$ cat src/pkg/aisi_pkg.sv
/*
  shared constants and carriers for the axis io status and interrupt block:
  register offsets, field positions, reset values and the valid-bit maps of the
  two cause words. assumes one axis per block instance and a 32-bit axi4-lite bus.
*/
package aisi_pkg;

  // ----------------------------------------------------------------------------
  // bus geometry
  // ----------------------------------------------------------------------------
  localparam int ADDR_W = 8;                    // byte address width seen by the slave
  localparam int DATA_W = 32;                   // axi data width

  // ----------------------------------------------------------------------------
  // register byte offsets
  // ----------------------------------------------------------------------------
  localparam logic [ADDR_W-1:0] OFF_TERM_STATE = 8'h00;  // motion_terminal_state, ro
  localparam logic [ADDR_W-1:0] OFF_EVENT_MASK = 8'h04;  // event_cause_mask, rw
  localparam logic [ADDR_W-1:0] OFF_FAULT_FLAGS = 8'h08; // fault_cause_flags, read-clear
  localparam logic [ADDR_W-1:0] OFF_EVENT_FLAGS = 8'h0c; // event_cause_flags, read-clear
  localparam logic [ADDR_W-1:0] OFF_IRQ_CTRL = 8'h10;    // interrupt_control, rw
  localparam logic [ADDR_W-1:0] OFF_POLARITY = 8'h14;    // terminal_polarity, rw

  // ----------------------------------------------------------------------------
  // axi response codes
  // ----------------------------------------------------------------------------
  localparam logic [1:0] RESP_OKAY = 2'h0;
  localparam logic [1:0] RESP_SLVERR = 2'h2;

  // ----------------------------------------------------------------------------
  // terminal status word bit positions
  // ----------------------------------------------------------------------------
  localparam int TS_READY = 0;
  localparam int TS_FAULT = 1;
  localparam int TS_POS_LIMIT = 2;
  localparam int TS_NEG_LIMIT = 3;
  localparam int TS_HOME = 4;
  localparam int TS_DIRECTION = 5;
  localparam int TS_ESTOP = 6;
  localparam int TS_POS_CHANGE = 7;
  localparam int TS_DEV_CLEAR = 8;
  localparam int TS_INDEX = 9;
  localparam int TS_RESERVED = 10;              // always reads 0
  localparam int TS_LATCH = 11;
  localparam int TS_SLOWDOWN = 12;
  localparam int TS_IN_POSITION = 13;
  localparam int TS_SERVO_EN = 14;
  localparam logic [15:0] TS_VALID = 16'h7bff;  // bits 0..9 and 11..14
  localparam logic [15:0] POLARITY_RESET = 16'hffff; // 1 = active high for every signal
  localparam int POL_SYNC_START = 15;           // polarity bit used for the sync start pin

  // ----------------------------------------------------------------------------
  // cause word layouts
  // ----------------------------------------------------------------------------
  localparam logic [31:0] FAULT_VALID = 32'h0003f4eb; // defined error cause bits
  localparam logic [31:0] EVENT_VALID = 32'h8009dcf7; // defined event cause bits
  localparam logic [31:0] MASK_VALID = 32'h0005dcf7;  // writable event mask bits
  localparam int EV_HOME_ON = 15;
  localparam int EV_SLOWDOWN_ON = 16;
  localparam int MASK_SYNC_START = 18;          // mask position of sync start enable
  localparam int EV_SYNC_START = 19;            // cause position of sync start
  localparam int EV_AXIS_STOP = 31;             // unmaskable axis stop cause
  localparam logic [31:0] EVENT_MASK_RESET = 32'h00000000;

  // ----------------------------------------------------------------------------
  // interrupt control register fields
  // ----------------------------------------------------------------------------
  localparam int CTRL_GLOBAL_EN = 0;
  localparam int CTRL_STOP_EN = 1;
  localparam int CTRL_STOP_FINAL_ONLY = 2;
  localparam int CTRL_SERVO_EN = 3;
  localparam int CTRL_W = 4;
  localparam logic [CTRL_W-1:0] CTRL_RESET = 4'h0;

  // ----------------------------------------------------------------------------
  // terminal pins from the machine side, all asynchronous to clock_i
  // ----------------------------------------------------------------------------
  typedef struct packed {
    logic sync_start;
    logic in_position;
    logic slowdown;
    logic latch;
    logic index;
    logic pos_change;
    logic estop;
    logic home;
    logic neg_limit;
    logic pos_limit;
    logic fault;
    logic ready;
  } aisi_term_s;

  localparam int TERM_W = 12;                   // width of aisi_term_s

endpackage : aisi_pkg

$ cat src/verilog/aisi_sync_bits.sv
/*
  two-flop synchroniser for a bundle of independent level signals.
  assumes each bit is a slow level; no multi-bit coherence is promised.
*/
module aisi_sync_bits #(
  parameter int WIDTH = 1
) (
  input wire logic clock_i,
  input wire logic reset_n_i,
  input wire logic [WIDTH-1:0] async_i,
  output logic [WIDTH-1:0] sync_o
);

  // ----------------------------------------------------------------------------
  // flop chain
  // ----------------------------------------------------------------------------
  logic [WIDTH-1:0] meta_reg; // first stage, read only by the second stage
  logic [WIDTH-1:0] sync_reg; // second stage, safe to use

  // both stages clear together under reset
  always_ff @(posedge clock_i) begin
    if (!reset_n_i) begin
      meta_reg <= '0;
      sync_reg <= '0;
    end else begin
      meta_reg <= async_i;
      sync_reg <= meta_reg;
    end
  end

  assign sync_o = sync_reg;

endmodule // aisi_sync_bits

$ cat src/verilog/aisi_top.sv
/*
  axis io status and interrupt block: one axis worth of terminal snapshot,
  error and event cause words with read-clear, event mask and a global gate
  onto one interrupt request, all behind an axi4-lite slave.
  assumes event and stop pulses come from motion logic on clock_i, and that
  terminal pins are asynchronous and slow compared to the 40 ns clock.
*/
// How it works
// - bits 0-4: ready, fault, limits, home
// - bits 5-9: direction, estop, change, clear, index
// - bit 10 zero; 11-14 latch, slowdown, inposition, servo
// - status bits other than servo mean active after polarity applied
// - global enable gates the interrupt request
// - two separate 32-bit cause words per axis
// - event cause interrupts only when mask bit set
// - error causes always interrupt, never masked
// - event bit 31 axis stop, unmaskable
// - reading a cause word returns it, clears it
// - error bits 0,1,3,5,6,7 defined, 2,4 zero
// - error bits 10,12,13 defined, 8,9,11 zero
// - error bits 14-17 defined, 18-31 zero
// - event bits 0-2: stop, continue, preregister empty
// - event bits 4-7 ramp edges, bit 3 zero
// - event bits 10,11,12,14 step, compare, trigger, latch
// - event bits 15,16,19 home, slowdown, sync start
// - mask bit 18 enables sync start cause
// - axis stop raised for every stop when enabled
// - final-only setting limits stop to last command
module aisi_top
  import aisi_pkg::*;
(
  input wire logic clock_i,
  input wire logic reset_n_i,
  // axi4-lite slave
  input wire logic s_axi_awvalid,
  output logic s_axi_awready,
  input wire logic [aisi_pkg::ADDR_W-1:0] s_axi_awaddr,
  input wire logic s_axi_wvalid,
  output logic s_axi_wready,
  input wire logic [aisi_pkg::DATA_W-1:0] s_axi_wdata,
  input wire logic [3:0] s_axi_wstrb,
  output logic s_axi_bvalid,
  input wire logic s_axi_bready,
  output logic [1:0] s_axi_bresp,
  input wire logic s_axi_arvalid,
  output logic s_axi_arready,
  input wire logic [aisi_pkg::ADDR_W-1:0] s_axi_araddr,
  output logic s_axi_rvalid,
  input wire logic s_axi_rready,
  output logic [aisi_pkg::DATA_W-1:0] s_axi_rdata,
  output logic [1:0] s_axi_rresp,
  // terminals and motion logic
  input wire aisi_pkg::aisi_term_s term_pins_i,
  input wire logic direction_i,
  input wire logic deviation_clear_i,
  input wire logic [31:0] fault_set_i,
  input wire logic [31:0] event_set_i,
  input wire logic axis_stop_i,
  input wire logic last_command_i,
  output logic servo_enable_o,
  output logic irq_o
);

  // ----------------------------------------------------------------------------
  // state
  // ----------------------------------------------------------------------------
  aisi_term_s term_sync;            // synchronised pin levels
  logic [15:0] term_state_reg;      // terminal snapshot
  logic [15:0] term_state_next;
  logic [15:0] polarity_reg;        // 1 = signal active high
  logic [31:0] event_mask_reg;      // event cause mask
  logic [31:0] fault_flags_reg;     // sticky error causes
  logic [31:0] fault_flags_next;
  logic [31:0] event_flags_reg;     // sticky event causes
  logic [31:0] event_flags_next;
  logic [CTRL_W-1:0] ctrl_reg;      // global enable, stop controls, servo
  logic sync_active_reg;            // previous sync start activity, for edges
  logic sync_active;
  logic [31:0] fault_set;           // error causes arriving this cycle
  logic [31:0] event_set;           // event causes arriving this cycle
  logic [31:0] eff_mask;            // mask as seen by the interrupt request
  logic stop_raise;                 // axis stop cause this cycle
  // bus side
  logic aw_held_reg;
  logic [ADDR_W-1:0] aw_addr_reg;
  logic w_held_reg;
  logic [DATA_W-1:0] w_data_reg;
  logic [3:0] w_strb_reg;
  logic bvalid_reg;
  logic [1:0] bresp_reg;
  logic rvalid_reg;
  logic [DATA_W-1:0] rdata_reg;
  logic [1:0] rresp_reg;
  logic wr_fire;                    // both address and data held, response free
  logic rd_fire;                    // read address handshake
  logic clr_fault;                  // read-clear strobe for the error word
  logic clr_event;                  // read-clear strobe for the event word

  // ----------------------------------------------------------------------------
  // pin synchroniser
  // ----------------------------------------------------------------------------
  aisi_sync_bits #(
    .WIDTH(TERM_W)
  ) u_sync (
    .clock_i(clock_i),
    .reset_n_i(reset_n_i),
    .async_i(term_pins_i),
    .sync_o(term_sync)
  );

  // ----------------------------------------------------------------------------
  // terminal snapshot
  // ----------------------------------------------------------------------------
  // raw level xnor polarity gives activity; servo reflects the control bit
  always_comb begin
    term_state_next = '0;
    term_state_next[TS_READY] = term_sync.ready ~^ polarity_reg[TS_READY];
    term_state_next[TS_FAULT] = term_sync.fault ~^ polarity_reg[TS_FAULT];
    term_state_next[TS_POS_LIMIT] = term_sync.pos_limit ~^ polarity_reg[TS_POS_LIMIT];
    term_state_next[TS_NEG_LIMIT] = term_sync.neg_limit ~^ polarity_reg[TS_NEG_LIMIT];
    term_state_next[TS_HOME] = term_sync.home ~^ polarity_reg[TS_HOME];
    term_state_next[TS_DIRECTION] = direction_i ~^ polarity_reg[TS_DIRECTION];
    term_state_next[TS_ESTOP] = term_sync.estop ~^ polarity_reg[TS_ESTOP];
    term_state_next[TS_POS_CHANGE] = term_sync.pos_change ~^ polarity_reg[TS_POS_CHANGE];
    term_state_next[TS_DEV_CLEAR] = deviation_clear_i ~^ polarity_reg[TS_DEV_CLEAR];
    term_state_next[TS_INDEX] = term_sync.index ~^ polarity_reg[TS_INDEX];
    term_state_next[TS_LATCH] = term_sync.latch ~^ polarity_reg[TS_LATCH];
    term_state_next[TS_SLOWDOWN] = term_sync.slowdown ~^ polarity_reg[TS_SLOWDOWN];
    term_state_next[TS_IN_POSITION] = term_sync.in_position ~^ polarity_reg[TS_IN_POSITION];
    term_state_next[TS_SERVO_EN] = ctrl_reg[CTRL_SERVO_EN];
    term_state_next = term_state_next & TS_VALID;
  end

  // snapshot refreshes every cycle so a read sees one cycle of lag behind the synchroniser, three behind the pins
  always_ff @(posedge clock_i) begin
    if (!reset_n_i) begin
      term_state_reg <= '0;
      sync_active_reg <= 1'b0;
    end else begin
      term_state_reg <= term_state_next;
      sync_active_reg <= sync_active;
    end
  end

  assign sync_active = term_sync.sync_start ~^ polarity_reg[POL_SYNC_START];
  // pin level is the active state seen through the servo polarity
  assign servo_enable_o = ctrl_reg[CTRL_SERVO_EN] ~^ polarity_reg[TS_SERVO_EN];

  // ----------------------------------------------------------------------------
  // cause collection
  // ----------------------------------------------------------------------------
  // a stop raises bit 31 when stop enable is set, unless final-only is set and more commands follow
  assign stop_raise = axis_stop_i && ctrl_reg[CTRL_STOP_EN] &&
                      (!ctrl_reg[CTRL_STOP_FINAL_ONLY] || last_command_i);

  assign fault_set = fault_set_i & FAULT_VALID;

  // home, slowdown and sync start causes come from our own activity edges
  always_comb begin
    event_set = event_set_i & EVENT_VALID;
    event_set[EV_HOME_ON] = term_state_next[TS_HOME] && !term_state_reg[TS_HOME];
    event_set[EV_SLOWDOWN_ON] = term_state_next[TS_SLOWDOWN] && !term_state_reg[TS_SLOWDOWN];
    event_set[EV_SYNC_START] = sync_active && !sync_active_reg;
    event_set[EV_AXIS_STOP] = stop_raise;
  end

  // mask bit 18 steers cause bit 19; bit 31 always passes
  always_comb begin
    eff_mask = event_mask_reg & EVENT_VALID;
    eff_mask[EV_SYNC_START] = event_mask_reg[MASK_SYNC_START];
    eff_mask[EV_AXIS_STOP] = 1'b1;
  end

  // set wins over the read-clear so an event landing on the read is kept
  always_comb begin
    fault_flags_next = (fault_flags_reg & ~{32{clr_fault}}) | fault_set;
    event_flags_next = (event_flags_reg & ~{32{clr_event}}) | event_set;
  end

  // the two cause words are kept apart
  always_ff @(posedge clock_i) begin
    if (!reset_n_i) begin
      fault_flags_reg <= '0;
      event_flags_reg <= '0;
    end else begin
      fault_flags_reg <= fault_flags_next;
      event_flags_reg <= event_flags_next;
    end
  end

  // ----------------------------------------------------------------------------
  // interrupt request
  // ----------------------------------------------------------------------------
  // errors bypass the mask; events only through it; everything behind the gate
  assign irq_o = ctrl_reg[CTRL_GLOBAL_EN] &&
                 ((|fault_flags_reg) || (|(event_flags_reg & eff_mask)));

  // ----------------------------------------------------------------------------
  // axi4-lite write side
  // ----------------------------------------------------------------------------
  assign s_axi_awready = !aw_held_reg && !bvalid_reg;
  assign s_axi_wready = !w_held_reg && !bvalid_reg;
  assign wr_fire = aw_held_reg && w_held_reg && !bvalid_reg;

  // address and data are captured in either order, then committed together
  always_ff @(posedge clock_i) begin
    if (!reset_n_i) begin
      aw_held_reg <= 1'b0;
      aw_addr_reg <= '0;
      w_held_reg <= 1'b0;
      w_data_reg <= '0;
      w_strb_reg <= '0;
    end else begin
      if (s_axi_awvalid && s_axi_awready) begin
        aw_held_reg <= 1'b1;
        aw_addr_reg <= s_axi_awaddr;
      end else if (wr_fire) begin
        aw_held_reg <= 1'b0;
      end
      if (s_axi_wvalid && s_axi_wready) begin
        w_held_reg <= 1'b1;
        w_data_reg <= s_axi_wdata;
        w_strb_reg <= s_axi_wstrb;
      end else if (wr_fire) begin
        w_held_reg <= 1'b0;
      end
    end
  end

  // byte-lane merge for the writable registers
  function automatic logic [31:0] merge_lanes(input logic [31:0] old_v, input logic [31:0] new_v,
                                              input logic [3:0] strb);
    logic [31:0] res;
    res = old_v;
    for (int i = 0; i < 4; i++) begin
      if (strb[i]) begin
        res[8*i +: 8] = new_v[8*i +: 8];
      end
    end
    return res;
  endfunction

  // writable registers; read-only and read-clear offsets accept and ignore data
  always_ff @(posedge clock_i) begin
    if (!reset_n_i) begin
      event_mask_reg <= EVENT_MASK_RESET;
      ctrl_reg <= CTRL_RESET;
      polarity_reg <= POLARITY_RESET;
    end else if (wr_fire) begin
      if (aw_addr_reg == OFF_EVENT_MASK) begin
        event_mask_reg <= merge_lanes(event_mask_reg, w_data_reg, w_strb_reg) & MASK_VALID;
      end
      if (aw_addr_reg == OFF_IRQ_CTRL) begin
        ctrl_reg <= CTRL_W'(merge_lanes({28'h0000000, ctrl_reg}, w_data_reg, w_strb_reg));
      end
      if (aw_addr_reg == OFF_POLARITY) begin
        polarity_reg <= 16'(merge_lanes({16'h0000, polarity_reg}, w_data_reg, w_strb_reg));
      end
    end
  end

  // write response: okay for mapped offsets, slverr for the rest
  always_ff @(posedge clock_i) begin
    if (!reset_n_i) begin
      bvalid_reg <= 1'b0;
      bresp_reg <= RESP_OKAY;
    end else if (wr_fire) begin
      bvalid_reg <= 1'b1;
      bresp_reg <= (aw_addr_reg <= OFF_POLARITY && aw_addr_reg[1:0] == 2'h0) ? RESP_OKAY : RESP_SLVERR;
    end else if (s_axi_bready) begin
      bvalid_reg <= 1'b0;
    end
  end

  assign s_axi_bvalid = bvalid_reg;
  assign s_axi_bresp = bresp_reg;

  // ----------------------------------------------------------------------------
  // axi4-lite read side
  // ----------------------------------------------------------------------------
  assign s_axi_arready = !rvalid_reg;
  assign rd_fire = s_axi_arvalid && s_axi_arready;
  assign clr_fault = rd_fire && (s_axi_araddr == OFF_FAULT_FLAGS);
  assign clr_event = rd_fire && (s_axi_araddr == OFF_EVENT_FLAGS);

  // data is captured on the address edge, the same edge that clears the word
  always_ff @(posedge clock_i) begin
    if (!reset_n_i) begin
      rvalid_reg <= 1'b0;
      rdata_reg <= '0;
      rresp_reg <= RESP_OKAY;
    end else if (rd_fire) begin
      rvalid_reg <= 1'b1;
      rresp_reg <= RESP_OKAY;
      unique case (s_axi_araddr)
        OFF_TERM_STATE: rdata_reg <= {16'h0000, term_state_reg};
        OFF_EVENT_MASK: rdata_reg <= event_mask_reg;
        OFF_FAULT_FLAGS: rdata_reg <= fault_flags_reg;
        OFF_EVENT_FLAGS: rdata_reg <= event_flags_reg;
        OFF_IRQ_CTRL: rdata_reg <= {28'h0000000, ctrl_reg};
        OFF_POLARITY: rdata_reg <= {16'h0000, polarity_reg};
        default: begin
          // unmapped offset answers zero with an error
          rdata_reg <= '0;
          rresp_reg <= RESP_SLVERR;
        end
      endcase
    end else if (s_axi_rready) begin
      rvalid_reg <= 1'b0;
    end
  end

  assign s_axi_rvalid = rvalid_reg;
  assign s_axi_rdata = rdata_reg;
  assign s_axi_rresp = rresp_reg;
endmodule // aisi_top

$ cat config.mk
export PLATFORM = sky130hd
export DESIGN_NAME = aisi_top
export DESIGN_NICKNAME = d
export VERILOG_FILES = /design/src/pkg/aisi_pkg.sv /design/src/verilog/aisi_sync_bits.sv /design/src/verilog/aisi_top.sv
export SDC_FILE = /design/constraint.sdc
export NUM_CORES = 1
export LEC_CHECK = 0
export ABC_AREA = 1
export BUFFER_PORTS_ARGS = -buffer_cell sky130_fd_sc_hd__buf_2
export CELL_PAD_IN_SITES_DETAIL_PLACEMENT = 1
export CELL_PAD_IN_SITES_GLOBAL_PLACEMENT = 2
export CORE_MARGIN = 2
export CORE_UTILIZATION = 32
export CTS_BUF_LIST = sky130_fd_sc_hd__clkbuf_16
export CTS_CLUSTER_SIZE = 30
export DETAILED_ROUTE_END_ITERATION = 16
export PLACE_DENSITY = 0.84
export SETUP_SLACK_MARGIN = 0.02
export SYNTH_ARGS = -nofsm -noshare
export SYNTH_HDL_FRONTEND = slang
export SYNTH_SLANG_ARGS = --single-unit
export TNS_END_PERCENT = 100
$ cat constraint.sdc
create_clock -name clock_i -period 3.1 [get_ports clock_i]
set_clock_uncertainty 0.2 [all_clocks]
set_input_delay 0.155 -clock clock_i [delete_from_list [all_inputs] [get_ports clock_i]]
set_output_delay 0.155 -clock clock_i [all_outputs]
set_load 0.005 [all_outputs]
Yosys cells after proc, flatten, opt, wreduce, memory -nomap -nowiden
Cells that the tools add are included.
W data, S select, Z words.
{"block": "totals", "out_inout_bits": 43, "reg_bits": 209, "elab_cells": 105, "inputBits": 139}
{"block": "op_classes", "mux": 10, "n_lt_le_gt_ge": 1, "n_eq_ne": 8, "n_reduce_logical": 41, "n_bitwise": 22}
{"cell": "$pmux W32 S6", "n": 1}
{"cell": "$and A32 B32 Y32", "n": 3}
{"cell": "$not A32 Y32", "n": 2}
{"cell": "$reduce_or A32 Y1", "n": 2}
{"cell": "$eq A8 B5 Y1 const B", "n": 4}
{"cell": "$or A32 B18 Y32", "n": 1}
{"cell": "$or A32 B32 Y32", "n": 1}
{"cell": "$reduce_and A3 Y1", "n": 6}
{"cell": "$eq A8 B3 Y1 const B", "n": 2}
{"cell": "$eq A8 B4 Y1 const B", "n": 2}
{"cell": "$logic_and A1 B1 Y1", "n": 16}
{"cell": "$xnor A1 B1 Y1", "n": 15}
{"cell": "$le A8 B5 Y1 const B", "n": 1}
{"cell": "$logic_not A1 Y1", "n": 8}
{"cell": "$logic_not A8 Y1", "n": 1}
{"cell": "$reduce_bool A2 Y1", "n": 4}
{"cell": "$mux W1", "n": 7}
{"cell": "$reduce_or A6 Y1", "n": 1}
{"cell": "$mux W2", "n": 2}
{"cell": "$logic_not A2 Y1", "n": 1}
{"cell": "$logic_or A1 B1 Y1", "n": 2}

Longest topological paths before layout
Gate-level depths: netlist of the first run.
{"block": "depth", "ltp_word": 6, "depth_mapped": 10, "depth_no_buf": 9}

Cells and area by module
Synthesis of the first run repeated with hierarchy kept, for this count alone.
{"block": "hier_totals", "cells_unflattened": 1011, "hier_area_um2": 7965.1}
{"module": "aisi_top", "instances": 1, "seq_area_each_um2": 3603.5, "area_each_um2": 7282.0, "cells_per_inst": 937}
{"module": "aisi_sync_bits", "instances": 1, "seq_area_each_um2": 480.5, "area_each_um2": 683.2, "cells_per_inst": 74}

Worst setup path after synthesis of the first run
Ideal clock, no wire load.
{"block": "synth_timing", "kind": "reg-to-reg", "from": "register w_held_reg", "to": "register event_mask_reg[0]", "setup_ns": 0.119, "period_less_slack_ns": 1.472, "required_time_ns": 2.781, "stages_incl_launch_ff": 10, "setup_slack_ns": 1.628, "arrival_ns": 1.152, "path_buffers": 0, "cell_sequence": "dfxtp_1 -> inv_1 -> nor2_1 -> nand2_1 -> nor2_2 -> inv_1 -> nor2_4 -> inv_2 -> o21ai_0 -> a21oi_1"}
{"block": "synth_via", "elab_chain_cells": 3}
{"item": "start, declared", "line_no": "aisi_top.sv:86", "text": "logic w_held_reg;"}
{"item": "start signal, assigned", "line_no": "aisi_top.sv:210", "text": "w_held_reg <= 1'b0;"}
{"item": "start signal, assigned", "line_no": "aisi_top.sv:221", "text": "w_held_reg <= 1'b1;"}
{"item": "start signal, assigned", "line_no": "aisi_top.sv:225", "text": "w_held_reg <= 1'b0;"}
{"item": "$logic_and A1 B1 Y1 (2 in a row)", "line_no": "aisi_top.sv:203", "text": "assign wr_fire = aw_held_reg && w_held_reg && !bvalid_reg;"}
{"item": "$reduce_and A3 Y1 (no source line)"}
{"item": "end signal, assigned", "line_no": "aisi_top.sv:251", "text": "event_mask_reg <= merge_lanes(event_mask_reg, w_data_reg, w_strb_reg) & MASK_VALID;"}
{"item": "end, declared", "line_no": "aisi_top.sv:71", "text": "logic [31:0] event_mask_reg;"}
No other way between the ends.
A chain may end at the register's enable or synchronous reset.

Final worst setup path of the first run
{"block": "layout_timing", "from": "register bvalid_reg (netlist: s_axi_bvalid)", "to": "register aw_addr_reg[1]"}
{"block": "layout_via", "elab_chain_cells": 3}
{"item": "start, declared", "line_no": "aisi_top.sv:89", "text": "logic bvalid_reg;"}
{"item": "start signal, assigned", "line_no": "aisi_top.sv:265", "text": "bvalid_reg <= 1'b0;"}
{"item": "start signal, assigned", "line_no": "aisi_top.sv:268", "text": "bvalid_reg <= 1'b1;"}
{"item": "start signal, assigned", "line_no": "aisi_top.sv:271", "text": "bvalid_reg <= 1'b0;"}
{"item": "$logic_not A1 Y1", "line_no": "aisi_top.sv:201", "text": "assign s_axi_awready = !aw_held_reg && !bvalid_reg;"}
{"item": "$logic_and A1 B1 Y1", "line_no": "aisi_top.sv:201"}
{"item": "$logic_and A1 B1 Y1", "line_no": "aisi_top.sv:214", "text": "if (s_axi_awvalid && s_axi_awready) begin"}
{"item": "end signal, assigned", "line_no": "aisi_top.sv:216", "text": "aw_addr_reg <= s_axi_awaddr;"}
{"item": "end, declared", "line_no": "aisi_top.sv:85", "text": "logic [ADDR_W-1:0] aw_addr_reg;"}
No other way between the ends.

==> Flow_metrics.wiki, run 1 <==
{| class="wikitable"
! Metric !! Value
|-
| Status || complete, no violations
|-
| Number of remaining DRC errors || 0
|-
| Relative slew margins || approximately three fifths
|-
| Number of endpoints with negative hold slack in the final report || 0
|-
| RSZ-0062 raised after global routing || no
|-
| Area post-placement || just under 9000 um^2
|-
| Most used standard cell by instance count after synthesis || sky130_fd_sc_hd__dfxtp_1
|-
| Width of the chip || roughly 160 um
|-
| Post-Syn Area per Cell || 7.74 um^2
|-
| Total number of nets in the final design || 1350
|-
| Boundary pin count || roughly 180
|-
| Clock input transition at the sequential cells of the worst setup and hold paths || ~0.060 ns
|-
| Final instance area || between 10000 and 15000 um^2
|-
| Required time at the worst-slack endpoint || 3.28 ns
|-
| Hold WC Path Type || in2reg
|-
| Fraction of synthesized cell area taken by the top area cell type || 52.2%
|-
| Vias per std cell || approximately 4.6
|-
| CP max-delay cell || sky130_fd_sc_hd__dlygate4sd3_1
|-
| Highest cell delay on the worst timing path || 0.56 ns
|-
| Count of final setup violators || 0
|-
| Final Slew Violations || 0
|-
| Main flop type after synthesis || sky130_fd_sc_hd__dfxtp_1
|-
| CTS Sinks || 204
|-
| Total GRT Usage || a little under a fifth
|-
| Antenna violations before repair || 0
|-
| Share of the cycle needed by the critical path after routing || between 70 and 80%
|-
| Actual slew at the worst max-slew pin || between 0.5 and 0.6 ns
|-
| Number of distinct library cell variants in the gate-level netlist after synthesis || 34
|-
| Maximum clock path buffer count || 3
|-
| Global-route wire length before repair || 38.7 mm
|-
| Total vias in the final route || around 7100
|-
| Overall routed net length || 24.2 mm
|-
| Number of enable-type register cells in the synthesized netlist || 0
|-
| Cell taking the most area after synthesis || sky130_fd_sc_hd__dfxtp_1
|-
| Max-Cap Viols || 0
|-
| Violation count after the first detailed-route iteration || 413
|-
| Setup crit start kind || register
|-
| Signal arrival time at the worst endpoint || around 2.6 ns
|-
| Power per standard cell area || about 550 nW/um^2
|-
| CTS Root Buffer Type || sky130_fd_sc_hd__clkbuf_16
|-
| Initial Utilization || about a third
|-
| Ranking of synthesized cells by instance count || sky130_fd_sc_hd__dfxtp_1 (204), sky130_fd_sc_hd__nand2_1 (186), sky130_fd_sc_hd__nor2_1 (131), sky130_fd_sc_hd__inv_1 (113), sky130_fd_sc_hd__a21oi_1 (77)
|-
| Number of placement rows || 57
|-
| Routability Congestion || between 0.8 and 0.9
|-
| CTS tree || yes
|-
| Gr ovfl total || 0
|-
| Routed length per instance || 15.6 um
|-
| CTS HTree Levels || 1
|-
| Async set-reset flop share out of synthesis || 0%
|-
| Fill cells || roughly 3000
|-
| Max Clk Rate || roughly 420 MHz
|-
| Chip height || approximately 160 um
|-
| Min Clock Period, post-route || 2.40 ns
|-
| Vias in the first global route || roughly 7300
|-
| Total of buffers placed on input and output ports || 124
|-
| Post-detailed-route count of antenna-violating nets || 0
|-
| Number of CTS-inserted buffers || 23
|-
| Worst ir drop on vdd || between 200 and 300 uV
|-
| Sort of element at the end of the critical path || register
|-
| Die Footprint || 25700 um^2
|-
| Part of the Yosys area used for sequential elements || 52.2%
|-
| Critical-path cell list || nor2_1 -> nand2_1 -> o21ai_0 -> nor2_1 -> dlygate4sd3_1
|-
| Detailed-placement wirelength estimate || around 17 mm
|-
| Number of resized instances in the post-cts repair step || 0
|-
| Area growth from synthesis to final layout || 31.2%
|-
| Antenna cell count || 0
|-
| Number of storage elements in the synthesis netlist || between 200 and 250
|-
| Top post-synthesis cells by area || sky130_fd_sc_hd__dfxtp_1 (52%), sky130_fd_sc_hd__nand2_1 (8.9%), sky130_fd_sc_hd__nor2_1 (6.3%)
|-
| Pin count of the biggest net entering global routing || roughly 100
|-
| Leak Pwr || approximately 4.7 nW
|-
| Number of iterations in the first detailed-routing pass || 4
|-
| Post-Route Setup TNS || 0 ns
|-
| WS Path Type || reg2reg
|-
| Number of warnings printed during yosys synthesis || 0
|-
| Mapped Cells || 1010
|-
| Insertion delay of the later-clocked pin in the worst-skew pair || around 0.5 ns
|-
| Synthesized area || around 8000 um^2
|-
| Share of cells above drive strength 1 || 15.9%
|-
| CORE AREA || about 24000 um^2
|-
| Highest fanout seen on the critical path || 12
|-
| Most frequent CP cell || sky130_fd_sc_hd__nor2_1
|}
==> worst max-delay path: cells and delay by family (launching register included) <==
| family | cells | cell delay, ns |
|---|---|---|
| AO/OA/AOI/OAI | 1 | 0.34 |
| buffers and inverters | 1 | 0.56 |
| flip-flops | 1 | 0.35 |
| AND/OR/NAND/NOR | 3 | 0.83 |
==> per-layer routing <==
layer  GRT usage [%]  part of all wire (%)  up-vias
met4            4.18                   1.4        0
met5               0                     0        -
met3            2.38                   4.3       26
li1                -                     -     3627
met1            25.5                    47     3352
met2            32.1                    47      144
==> cell usage in the layout, fill, tap and decap left out, types with 2 or more instances in the layout <==
master,Yosys,routed
sky130_fd_sc_hd__nor2_2,4,4
sky130_fd_sc_hd__a21oi_1,77,77
sky130_fd_sc_hd__clkinv_2,0,4
sky130_fd_sc_hd__nand2_2,4,4
sky130_fd_sc_hd__o211ai_1,14,14
sky130_fd_sc_hd__nor2_1,131,131
sky130_fd_sc_hd__buf_12,0,2
sky130_fd_sc_hd__nor3_1,22,22
sky130_fd_sc_hd__nand2_1,186,186
sky130_fd_sc_hd__dfxtp_1,204,204
sky130_fd_sc_hd__nor4_1,4,4
sky130_fd_sc_hd__xor2_1,14,14
sky130_fd_sc_hd__inv_1,113,120
sky130_fd_sc_hd__o22ai_1,4,4
sky130_fd_sc_hd__dlygate4sd3_1,0,88
sky130_fd_sc_hd__clkbuf_16,0,23
sky130_fd_sc_hd__buf_4,8,13
sky130_fd_sc_hd__nand4_1,4,4
sky130_fd_sc_hd__inv_2,5,6
sky130_fd_sc_hd__buf_2,9,123
sky130_fd_sc_hd__nand3_1,72,72
sky130_fd_sc_hd__nor2_4,4,4
sky130_fd_sc_hd__o21ai_1,2,2
sky130_fd_sc_hd__o21ai_0,76,76
sky130_fd_sc_hd__conb_1,1,2
sky130_fd_sc_hd__a211oi_1,3,3
sky130_fd_sc_hd__o211ai_2,7,7
==> logic make-up (layout without fill, tap and decap cells) <==
| group | count (synthesis) | after routing | share of synthesized area [%] |
|---|---|---|---|
| and+or+nand+nor | 435 | 435 | 23.7 |
| AOI/OAI and AO/OA | 186 | 186 | 13.3 |
| xor gates and xnor gates | 15 | 15 | 1.68 |
| buffers and inverters | 169 | 381 | 9.03 |
| other | 1 | 2 | 0.0480 |
| DFF | 204 | 204 | 52.2 |
==> through the flow <==
step / hold WS, ns / worst slack, ns / utilization [%] / total power [mW] / std cells
2_1_floorplan: 0.0526 / 1.63 / - / 3.01 / 1011
3_3_place_gp: 0.148 / 0.997 / 36.1 / 3.17 / 1422
3_5_place_dp: 0.146 / 0.966 / 36.1 / 3.18 / 1422
4_1_cts: 0.0391 / 0.858 / 42.4 / 5.71 / 1547
5_1_grt: 0.123 / 0.545 / 42.4 / 5.89 / 1547
6_report: 0.0578 / 0.704 / 42.4 / 5.63 / 1547
==> what timing repair did <==
action | in CTS | in global routing
hold buffers | 88 | 0
setup buffers | 0 | 0
endpoints found under the hold margin | 90 | 0
==> cell type report <==
| class | instances | area (um^2) | area share [%] |
|---|---|---|---|
| timing repair buffer | 226 | 1630 | 15.9 |
| tap | 324 | 405 | 3.95 |
| multi-input combinational | 638 | 3030 | 29.6 |
| sequential | 204 | 4080 | 39.8 |
| inverter | 118 | 443 | 4.32 |
| clock buffer | 23 | 576 | 5.61 |
| clock inverter | 14 | 83.8 | 0.817 |
==> where the power goes <==
group	switching (mW)	leakage (nW)	total [mW]	internal, mW
sequential	0.0676	1.67	2.78	2.71
clock	1.00	0.357	2.41	1.41
combinational	0.234	2.63	0.434	0.200
==> final timing paths <==
| check | from | to | slack (ns) | cells past startpoint |
|---|---|---|---|---|
| worst max-delay path | s_axi_bvalid$_SDFFE_PN0P_ | aw_addr_reg[1]$_SDFFE_PN0P_ | 0.70 | 5 |
| worst min-delay path | s_axi_awvalid | aw_addr_reg[2]$_SDFFE_PN0P_ | 0.06 | 3 |
| worst min register to register | u_sync.meta_reg[3]$_SDFF_PN0_ | u_sync.sync_o[3]$_SDFF_PN0_ | 0.21 | 2 |
| worst max register to register | s_axi_bvalid$_SDFFE_PN0P_ | aw_addr_reg[1]$_SDFFE_PN0P_ | 0.70 | 5 |
Power figures use the tool's default switching activity.
==> run 2: changes to the inputs <==
--- a/config.mk
+++ b/config.mk
@@ -5,16 +5,16 @@
 export SDC_FILE = /design/constraint.sdc
 export NUM_CORES = 1
 export LEC_CHECK = 0
-export ABC_AREA = 1
+export ABC_AREA = 0
 export BUFFER_PORTS_ARGS = -buffer_cell sky130_fd_sc_hd__buf_2
 export CELL_PAD_IN_SITES_DETAIL_PLACEMENT = 1
 export CELL_PAD_IN_SITES_GLOBAL_PLACEMENT = 2
 export CORE_MARGIN = 2
-export CORE_UTILIZATION = 32
+export CORE_UTILIZATION = 29
 export CTS_BUF_LIST = sky130_fd_sc_hd__clkbuf_16
 export CTS_CLUSTER_SIZE = 30
 export DETAILED_ROUTE_END_ITERATION = 16
-export PLACE_DENSITY = 0.84
+export PLACE_DENSITY = 0.76
 export SETUP_SLACK_MARGIN = 0.02
 export SYNTH_ARGS = -nofsm -noshare
 export SYNTH_HDL_FRONTEND = slang
==> constraint.sdc (replaced) <==
create_clock -name clock_i -period 2 [get_ports clock_i]
set_clock_uncertainty 0.2 [all_clocks]
set_input_delay 0.1 -clock clock_i [delete_from_list [all_inputs] [get_ports clock_i]]
set_output_delay 0.1 -clock clock_i [all_outputs]
set_load 0.005 [all_outputs]
==> run 2 against run 1 <==
Effect of this change:
- the flow now finishes with violations (negative hold slack, negative setup slack)
- sequential power is 55% higher
- sequential cell count stayed put
- utilization is 0.93 points lower
- worst hold slack worse by 0.093 ns
- highest routed layer unchanged
- synthesized area is 1.4% lower
- clock power is 86% higher
- final cell count is 10% lower
- first-iteration DRC count is 16% lower
- global-route usage is 1.9 points lower
- via count is 7.5% lower
- critical endpoint is now irq_o
==> Flow_metrics.wiki, run 2 <==
{| class="wikitable"
! Metric !! Value
|-
| Top post-synthesis cells by area || sky130_fd_sc_hd__dfxtp_1 (53%), sky130_fd_sc_hd__mux2i_1 (6.1%), sky130_fd_sc_hd__nand2_1 (5.6%) (was sky130_fd_sc_hd__dfxtp_1 (52%), sky130_fd_sc_hd__nand2_1 (8.9%), sky130_fd_sc_hd__nor2_1 (6.3%))
|-
| Hold path start || s_axi_araddr[1] (was s_axi_awvalid)
|-
| Fraction of power consumed by the clock network || 47.0% (was 42.9%)
|-
| Total GRT Usage || 16.8% (was 18.8%)
|-
| Fraction of synthesized cell area taken by the top area cell type || 53.0% (was 52.2%)
|-
| Post-detailed-route count of antenna-violating nets || 0 (unchanged)
|-
| Logic pwr share || 8.0% (was 7.7%)
|-
| Boundary pin count || 182 (unchanged)
|-
| Number of remaining DRC errors || 0 (unchanged)
|-
| Area growth from synthesis to final layout || 40.3% (was 31.2%)
|-
| Pin count of the biggest net entering global routing || 102 (was 104)
|-
| Global-route wire length before repair || 37.9 mm (was 38.7 mm)
|-
| CTS Root Buffer Type || sky130_fd_sc_hd__clkbuf_16 (unchanged)
|-
| Initial Utilization || 29.6% (was 32.3%)
|-
| Leak Pwr || 4.44 nW (was 4.66 nW)
|-
| Most used standard cell by instance count after synthesis || sky130_fd_sc_hd__dfxtp_1 (unchanged)
|-
| Area post-placement || 8860 um^2 (was 8720 um^2)
|-
| Routability Congestion || 0.818 (was 0.810)
|-
| Worst ir drop on vdd || 556 uV (was 270 uV)
|-
| Chip height || 167 um (was 160 um)
|-
| Detailed-placement wirelength estimate || 16.4 mm (was 16.5 mm)
|-
| Share of cells above drive strength 1 || 24.8% (was 15.9%)
|-
| Depth of the worst register-to-register path || 6 (was 5)
|-
| Max Clk Rate || between 400 and 500 MHz
|-
| Die Footprint || 27900 um^2 (was 25700 um^2)
|-
| Cell Int Power || 7.33 mW (was 4.32 mW)
|-
| Actual slew at the worst max-slew pin || 0.970 ns (was 0.578 ns)
|-
| Main flop type after synthesis || sky130_fd_sc_hd__dfxtp_1 (unchanged)
|-
| Clock input transition at the sequential cells of the worst setup and hold paths || 0.06 ns (about the same)
|-
| Routed length per instance || 17.2 um (was 15.6 um)
|-
| Switching component of the power || 2.21 mW (was 1.31 mW)
|-
| Number of CTS-inserted buffers || 24 (was 23)
|-
| Relative slew margins || 35.4% (was 61.4%)
|-
| Highest fanout seen on the critical path || 3 (was 12)
|-
| Highest cell delay on the worst timing path || 0.49 ns (was 0.56 ns)
|-
| Vias in the first global route || 6914 (was 7287)
|-
| Violations in the final reports || negative hold slack, negative setup slack
|-
| Gr ovfl total || 0 (unchanged)
|-
| Insertion delay of the later-clocked pin in the worst-skew pair || 0.52 ns (was 0.50 ns)
|-
| Number of storage elements in the synthesis netlist || 204 (unchanged)
|-
| Total of buffers placed on input and output ports || 124 (unchanged)
|-
| Width of the chip || 167 um (was 160 um)
|-
| Final instance area || 10800 um^2 (was 10300 um^2)
|-
| Async set-reset flop share out of synthesis || 0% (unchanged)
|-
| Total number of nets in the final design || 1173 (was 1350)
|-
| CP max-delay cell || sky130_fd_sc_hd__o41a_1 (was sky130_fd_sc_hd__dlygate4sd3_1)
|-
| Number of warnings printed during yosys synthesis || 0 (unchanged)
|-
| Critical-path cell list || nor4_2 -> nand4_1 -> o41a_1 -> buf_2 (was nor2_1 -> nand2_1 -> o21ai_0 -> nor2_1 -> dlygate4sd3_1)
|-
| Vias per std cell || 4.77 (was 4.62)
|-
| Hold WC Path Type || in2reg (unchanged)
|-
| Critical R2R Capture || event_mask_reg[7]$_SDFFE_PN0P_ (was aw_addr_reg[1]$_SDFFE_PN0P_)
|-
| Number of distinct library cell variants in the gate-level netlist after synthesis || 58 (was 34)
|-
| Mapped Cells || 809 (was 1010)
|-
| Maximum clock path buffer count || 3 (unchanged)
|-
| Antenna cell count || 0 (unchanged)
|-
| Min Hold Slack || -0.0351 ns (was 0.0578 ns)
|-
| Min Clock Period, post-route || about 2.3 ns
|-
| Count of final setup violators || 29 (was 0)
|-
| Sort of element at the end of the critical path || output port (was register)
|-
| Number of placement rows || 59 (was 57)
|-
| CTS HTree Levels || 1 (unchanged)
|-
| Synthesized area || 7710 um^2 (was 7820 um^2)
|-
| Power per standard cell area || 883 nW/um^2 (was 549 nW/um^2)
|-
| Violation count after the first detailed-route iteration || 345 (was 413)
|-
| Share of total power consumed by net switching || 23.2% (about the same)
|-
| Part of the Yosys area used for sequential elements || 53.0% (was 52.2%)
|-
| Number of enable-type register cells in the synthesized netlist || 0 (unchanged)
|-
| Setup crit start kind || register (unchanged)
|-
| Signal arrival time at the worst endpoint || 1.96 ns (was 2.58 ns)
|-
| Portion of total power attributed to sequential cells || 45.1% (was 49.4%)
|-
| Sink of the worst hold path || s_axi_rresp[1]$_SDFFE_PN0N_ (was aw_addr_reg[2]$_SDFFE_PN0P_)
|-
| Overall routed net length || 23.9 mm (was 24.2 mm)
|-
| Slack of the worst reg-to-reg path || -0.09 ns (was 0.70 ns)
|-
| Ranking of synthesized cells by instance count || sky130_fd_sc_hd__dfxtp_1 (204), sky130_fd_sc_hd__nand2_1 (114), sky130_fd_sc_hd__a21oi_1 (49), sky130_fd_sc_hd__and2_1 (47), sky130_fd_sc_hd__mux2i_1 (47) (was sky130_fd_sc_hd__dfxtp_1 (204), sky130_fd_sc_hd__nand2_1 (186), sky130_fd_sc_hd__nor2_1 (131), sky130_fd_sc_hd__inv_1 (113), sky130_fd_sc_hd__a21oi_1 (77))
|-
| Max-Cap Viols || 0 (unchanged)
|-
| Status || finished with violations (was complete, no violations)
|-
| Utilization after layout || 41.5% (was 42.4%)
|-
| CTS Sinks || 204 (unchanged)
|-
| Post-Syn Area per Cell || 9.53 um^2 (was 7.74 um^2)
|-
| CTS tree || yes (unchanged)
|-
| Required time at the worst-slack endpoint || 1.70 ns (was 3.28 ns)
|-
| Most frequent cells in the layout || sky130_fd_sc_hd__dfxtp_1 (202), sky130_fd_sc_hd__buf_2 (124), sky130_fd_sc_hd__nand2_1 (114) (was sky130_fd_sc_hd__dfxtp_1 (204), sky130_fd_sc_hd__nand2_1 (186), sky130_fd_sc_hd__nor2_1 (131))
|-
| RSZ-0062 raised after global routing || yes (was no)
|-
| Final Slew Violations || 0 (unchanged)
|-
| Total vias in the final route || 6612 (was 7149)
|-
| Startpoint of the lowest-slack register-to-register path || aw_addr_reg[0]$_SDFFE_PN0P_ (was s_axi_bvalid$_SDFFE_PN0P_)
|-
| Number of iterations in the first detailed-routing pass || 4 (unchanged)
|-
| Cell taking the most area after synthesis || sky130_fd_sc_hd__dfxtp_1 (unchanged)
|-
| Number of endpoints with negative hold slack in the final report || 1 (was 0)
|-
| Non-filler instance count after layout || 1386 (was 1547)
|-
| Fill cells || 2959 (was 2986)
|-
| Leading cell type in the layout, fill and taps excluded || sky130_fd_sc_hd__dfxtp_1 (unchanged)
|-
| Share of the cycle needed by the critical path after routing || 113%
|-
| PnR worst setup slack || -0.263 ns (was 0.704 ns)
|-
| Post-Route Setup TNS || -1.11 ns (was 0 ns)
|-
| Post-placement worst setup slack || -0.126 ns (was 0.966 ns)
|-
| Antenna violations before repair || 0 (unchanged)
|-
| Number of cells on the worst hold path || 5 (was 3)
|-
| CORE AREA || 26100 um^2 (was 24200 um^2)
|-
| Post-placement cell count || 1254 (was 1422)
|-
| WS Path Type || reg2out (was reg2reg)
|-
| Total power of the final layout || 9.55 mW (was 5.63 mW)
|}
run 2: changes by cell type after synthesis, moves of 49 or more:
| cell | delta |
|---|---|
| sky130_fd_sc_hd__inv_1 | -101 |
| sky130_fd_sc_hd__nor2_1 | -94 |
| sky130_fd_sc_hd__nand2_1 | -72 |
| sky130_fd_sc_hd__nand3_1 | -49 |
run 2: metal layers:
metal / vias to the layer above / share of wire [%] / GRT usage, %
met4: 0 / 3.1 / 5.25
met2: 134 / 46 / 28.0
met3: 49 / 2.9 / 2.26
met5: - / 0 / 0
met1: 3140 / 48 / 22.7
li1: 3289 / - / -
run 2: timing repair:
action / in CTS / in global routing
cloned: 2 / 0
endpoints found under the setup margin: 43 / 61
hold buffers: 85 / 1
pin swaps: 31 / 10
buffers inserted: 1 / 2
hold endpoints to repair: 85 / 1
resized for setup: 38 / 20
run 2: how the worst max path moves through the flow:
stage / start / endpoint / slack [ns]
floorplan: s_axi_rvalid$_SDFFE_PN0P_ / s_axi_rdata[19]$_SDFFE_PN0N_ / -0.21
global placement: s_axi_araddr[4] / event_flags_reg[16]$_SDFF_PN0_ / -0.10
detailed placement: s_axi_araddr[4] / fault_flags_reg[3]$_SDFF_PN0_ / -0.13
CTS: fault_flags_reg[22]$_SDFF_PN0_ / irq_o / -0.27
global route: fault_flags_reg[10]$_SDFF_PN0_ / irq_o / -0.32
finish: fault_flags_reg[11]$_SDFF_PN0_ / irq_o / -0.26
run 2: area by class of cell:
class | count | area [um^2] | share of cell area, %
multi-input cells | 539 | 3570 | 33.0
clock inverters | 18 | 183 | 1.69
flip-flops and latches | 204 | 4090 | 37.8
clock buffers | 25 | 626 | 5.79
inverters | 13 | 48.8 | 0.451
well taps | 335 | 419 | 3.88
repair buffers | 252 | 1880 | 17.4
run 2: power groups by stage:
stage                     Clock (mW)  Sequential [mW]  Combinational (mW)
after detailed placement           0             4.39               0.601
after CTS                       4.58             4.30               0.748
after floorplan                    0             4.33               0.361
final                           4.48             4.30               0.759
after global routing            4.76             4.31               0.840
after global placement             0             4.38               0.593
run 2: cell families after synthesis:
kind of cell              Yosys count  synth area share, %
other                               1               0.0487
buffers and inverters              68                 3.64
DFF                               204                 53.0
muxes                              53                 7.13
xor gates and xnor gates           15                 1.70
and+or+nand+nor                   290                 18.6
AOI/OAI and AO/OA                 178                 15.9
run 2: critical path, delay by kind of cell (launching register included):
kind / cells / cell delay (ns)
buffers and inverters: 1 / 0.15
and+or+nand+nor: 2 / 0.48
AOI/OAI and AO/OA: 1 / 0.49
DFF: 1 / 0.33
==> run 3: changes to the inputs <==
--- a/config.mk
+++ b/config.mk
@@ -15,7 +15,7 @@
 export CTS_CLUSTER_SIZE = 30
 export DETAILED_ROUTE_END_ITERATION = 16
 export PLACE_DENSITY = 0.76
-export SETUP_SLACK_MARGIN = 0.02
+export SETUP_SLACK_MARGIN = 0.4
 export SYNTH_ARGS = -nofsm -noshare
 export SYNTH_HDL_FRONTEND = slang
 export SYNTH_SLANG_ARGS = --single-unit
==> run 3 against run 2 <==
Effect of this change:
- the run still ends with negative hold slack, negative setup slack left
- critical endpoint unchanged
- clock-buffer cell count did not move
- sequential cell count did not move
- maximum frequency fell by 0.44%
- power fell by 1.7%
- final cell count rose by 0.87%
- critical path depth did not move
- routed wire length rose by 8.5%
- first-iteration DRC count rose by 6.7%
- sequential share of layout area fell by 2.2 points
==> Flow_metrics.wiki, run 3 (synthesized netlist as in run 2, its figures left out) <==
{| class="wikitable"
! Metric !! Value
|-
| Status || finished with violations (unchanged)
|-
| Violations in the final reports || negative hold slack, negative setup slack (unchanged)
|-
| CORE AREA || 26100 um^2 (unchanged)
|-
| Antenna cell count || 0 (unchanged)
|-
| Clock input transition at the sequential cells of the worst setup and hold paths || 0.06 ns (about the same)
|-
| Relative slew margins || 31.0% (was 35.4%)
|-
| Number of iterations in the first detailed-routing pass || 4 (unchanged)
|-
| Power per standard cell area || 815 nW/um^2 (was 883 nW/um^2)
|-
| CTS Root Buffer Type || sky130_fd_sc_hd__clkbuf_16 (unchanged)
|-
| Number of CTS-inserted buffers || 24 (unchanged)
|-
| Cell class contributing the biggest share of worst-path delay || compound AO/OA/AOI/OAI gates (unchanged)
|-
| Share of total power consumed by net switching || 23.9% (was 23.2%)
|-
| Boundary pin count || 182 (unchanged)
|-
| Logic pwr share || 9.3% (was 8.0%)
|-
| CTS tree || yes (unchanged)
|-
| Count of final setup violators || 35 (was 29)
|-
| Critical-path cell list || nor4_1 -> nand4_1 -> o41a_1 -> buf_2 (was nor4_2 -> nand4_1 -> o41a_1 -> buf_2)
|-
| Switching component of the power || 2.25 mW (was 2.21 mW)
|-
| Vias per std cell || 4.87 (was 4.77)
|-
| Max Clk Rate || 440 MHz (was 442 MHz)
|-
| Leak Pwr || 4.66 nW (was 4.44 nW)
|-
| Total power of the final layout || 9.38 mW (was 9.55 mW)
|-
| Chip height || 167 um (unchanged)
|-
| Routed length per instance || 18.5 um (was 17.2 um)
|-
| Fill cells || 2882 (was 2959)
|-
| CTS HTree Levels || 1 (unchanged)
|-
| Sort of element at the end of the critical path || output port (unchanged)
|-
| Total number of nets in the final design || 1188 (was 1173)
|-
| Total GRT Usage || 18.2% (was 16.8%)
|-
| PnR worst setup slack || -0.273 ns (was -0.263 ns)
|-
| Min Clock Period, post-route || 2.27 ns (was 2.26 ns)
|-
| Leading cell type in the layout, fill and taps excluded || sky130_fd_sc_hd__dfxtp_1 (unchanged)
|-
| Initial Utilization || 29.6% (unchanged)
|-
| Min Hold Slack || -0.0810 ns (was -0.0351 ns)
|-
| Actual slew at the worst max-slew pin || 1.03 ns (was 0.970 ns)
|-
| Maximum clock path buffer count || 3 (unchanged)
|-
| Insertion delay of the later-clocked pin in the worst-skew pair || 0.51 ns (was 0.52 ns)
|-
| Bufs and invs on worst path || 1 (unchanged)
|-
| Overall routed net length || 25.9 mm (was 23.9 mm)
|-
| Width of the chip || 167 um (unchanged)
|-
| Die Footprint || 27900 um^2 (unchanged)
|-
| RSZ-0062 raised after global routing || yes (unchanged)
|-
| Antenna violations before repair || 0 (unchanged)
|-
| Hold buffer count at cts || 80 (was 85)
|-
| Hold WC Path Type || in2reg (unchanged)
|-
| Vias in the first global route || 7044 (was 6914)
|-
| Violation count after the first detailed-route iteration || 368 (was 345)
|-
| Total of buffers placed on input and output ports || 124 (unchanged)
|-
| Highest cell delay on the worst timing path || 0.49 ns (about the same)
|-
| Global-route wire length before repair || 40.5 mm (was 37.9 mm)
|-
| Post-Route Setup TNS || -2.04 ns (was -1.11 ns)
|-
| Routability Congestion || 0.767 (was 0.818)
|-
| Share of cells above drive strength 1 || 33.5% (was 24.8%)
|-
| Final Slew Violations || 0 (unchanged)
|-
| CTS Sinks || 204 (unchanged)
|-
| Signal arrival time at the worst endpoint || 1.97 ns (was 1.96 ns)
|-
| Fraction of power consumed by the clock network || 44.8% (was 47.0%)
|-
| Most frequent cells in the layout || sky130_fd_sc_hd__dfxtp_1 (195), sky130_fd_sc_hd__buf_2 (124), sky130_fd_sc_hd__nand2_1 (112) (was sky130_fd_sc_hd__dfxtp_1 (202), sky130_fd_sc_hd__buf_2 (124), sky130_fd_sc_hd__nand2_1 (114))
|-
| Number of remaining DRC errors || 0 (unchanged)
|-
| WS Path Type || reg2out (unchanged)
|-
| Setup crit start kind || register (unchanged)
|-
| Share of the cycle needed by the critical path after routing || 114% (was 113%)
|-
| Pin count of the biggest net entering global routing || 102 (unchanged)
|-
| Total vias in the final route || 6811 (was 6612)
|-
| Post-detailed-route count of antenna-violating nets || 0 (unchanged)
|-
| CP max-delay cell || sky130_fd_sc_hd__o41a_1 (unchanged)
|-
| Cell Int Power || 7.13 mW (was 7.33 mW)
|-
| Number of placement rows || 59 (unchanged)
|-
| Highest fanout seen on the critical path || 3 (unchanged)
|-
| Detailed-placement wirelength estimate || 16.3 mm (was 16.4 mm)
|-
| Number of endpoints with negative hold slack in the final report || 2 (was 1)
|-
| Worst ir drop on vdd || 592 uV (was 556 uV)
|-
| Portion of total power attributed to sequential cells || 45.9% (was 45.1%)
|-
| Area growth from synthesis to final layout || 49.4% (was 40.3%)
|-
| Max-Cap Viols || 0 (unchanged)
|-
| Gr ovfl total || 0 (unchanged)
|-
| Required time at the worst-slack endpoint || 1.70 ns (about the same)
|}
-- run 3: path summary, 6_finish.rpt --
kind,from,to,slack (ns),cells after the start
worst min register to register,u_sync.meta_reg[11]$_SDFF_PN0_,u_sync.sync_o[11]$_SDFF_PN0_,0.23,1
worst max register to register,s_axi_rvalid$_SDFFE_PN0P_,s_axi_rdata[24]$_SDFFE_PN0N_,-0.10,4
worst min-delay path,s_axi_arvalid,s_axi_rvalid$_SDFFE_PN0P_,-0.08,5
worst max-delay path,fault_flags_reg[10]$_SDFF_PN0_,irq_o,-0.27,4
-- run 3: tightest hold or removal path, cell delays in order --
cell	delay [ns]
sky130_fd_sc_hd__buf_2	0.13
sky130_fd_sc_hd__nand2b_4	0.09
sky130_fd_sc_hd__buf_6	0.11
sky130_fd_sc_hd__buf_6	0.10
sky130_fd_sc_hd__a21oi_1	0.05
-- run 3: what timing repair did --
| action | 4_1_cts | 5_1_grt |
|---|---|---|
| cloned | 11 | 0 |
| resized for setup | 146 | 44 |
| setup endpoints to repair | 135 | 168 |
| hold endpoints to repair | 89 | 2 |
| pin swaps | 76 | 37 |
| setup buffers | 10 | 5 |
-- run 3: per-layer routing --
layer  vias up  wire length (um)  track usage (%)
li1       3334                 -                -
met1      3282             11800             23.8
met2       152             12300             31.0
met3        43               925             2.73
met4         0               832             5.73
met5         -                 0                0
-- run 3: per-stage QoR --
step	cells	worst slack [ns]	utilization [%]	instance area, um^2	hold WS, ns
after floorplan	810	-0.213	-	7810	0.0174
after global placement	1252	-0.100	34.1	8880	0.110
after detailed placement	1252	-0.160	34.1	8880	0.113
after CTS	1393	-0.261	43.2	11300	-0.0989
after global routing	1398	-0.343	44.2	11500	-0.0787
final	1398	-0.273	44.2	11500	-0.0810
-- run 3: power groups by stage --
| stage | Clock, mW | Combinational, mW | Sequential (mW) |
|---|---|---|---|
| after global routing | 4.48 | 0.952 | 4.32 |
| after global placement | 0 | 0.606 | 4.38 |
| final | 4.20 | 0.870 | 4.31 |
| after detailed placement | 0 | 0.613 | 4.38 |
| after floorplan | 0 | 0.369 | 4.33 |
| after CTS | 4.31 | 0.845 | 4.30 |
-- run 3: cell type report --
type / count / area [um^2] / share of cell area, %
sequential: 204 / 4100 / 35.6
clock inverter: 15 / 125 / 1.09
timing repair buffer: 264 / 2170 / 18.9
clock buffer: 25 / 626 / 5.43
tap: 335 / 419 / 3.64
inverter: 13 / 48.8 / 0.424
multi-input combinational: 542 / 4030 / 35.0
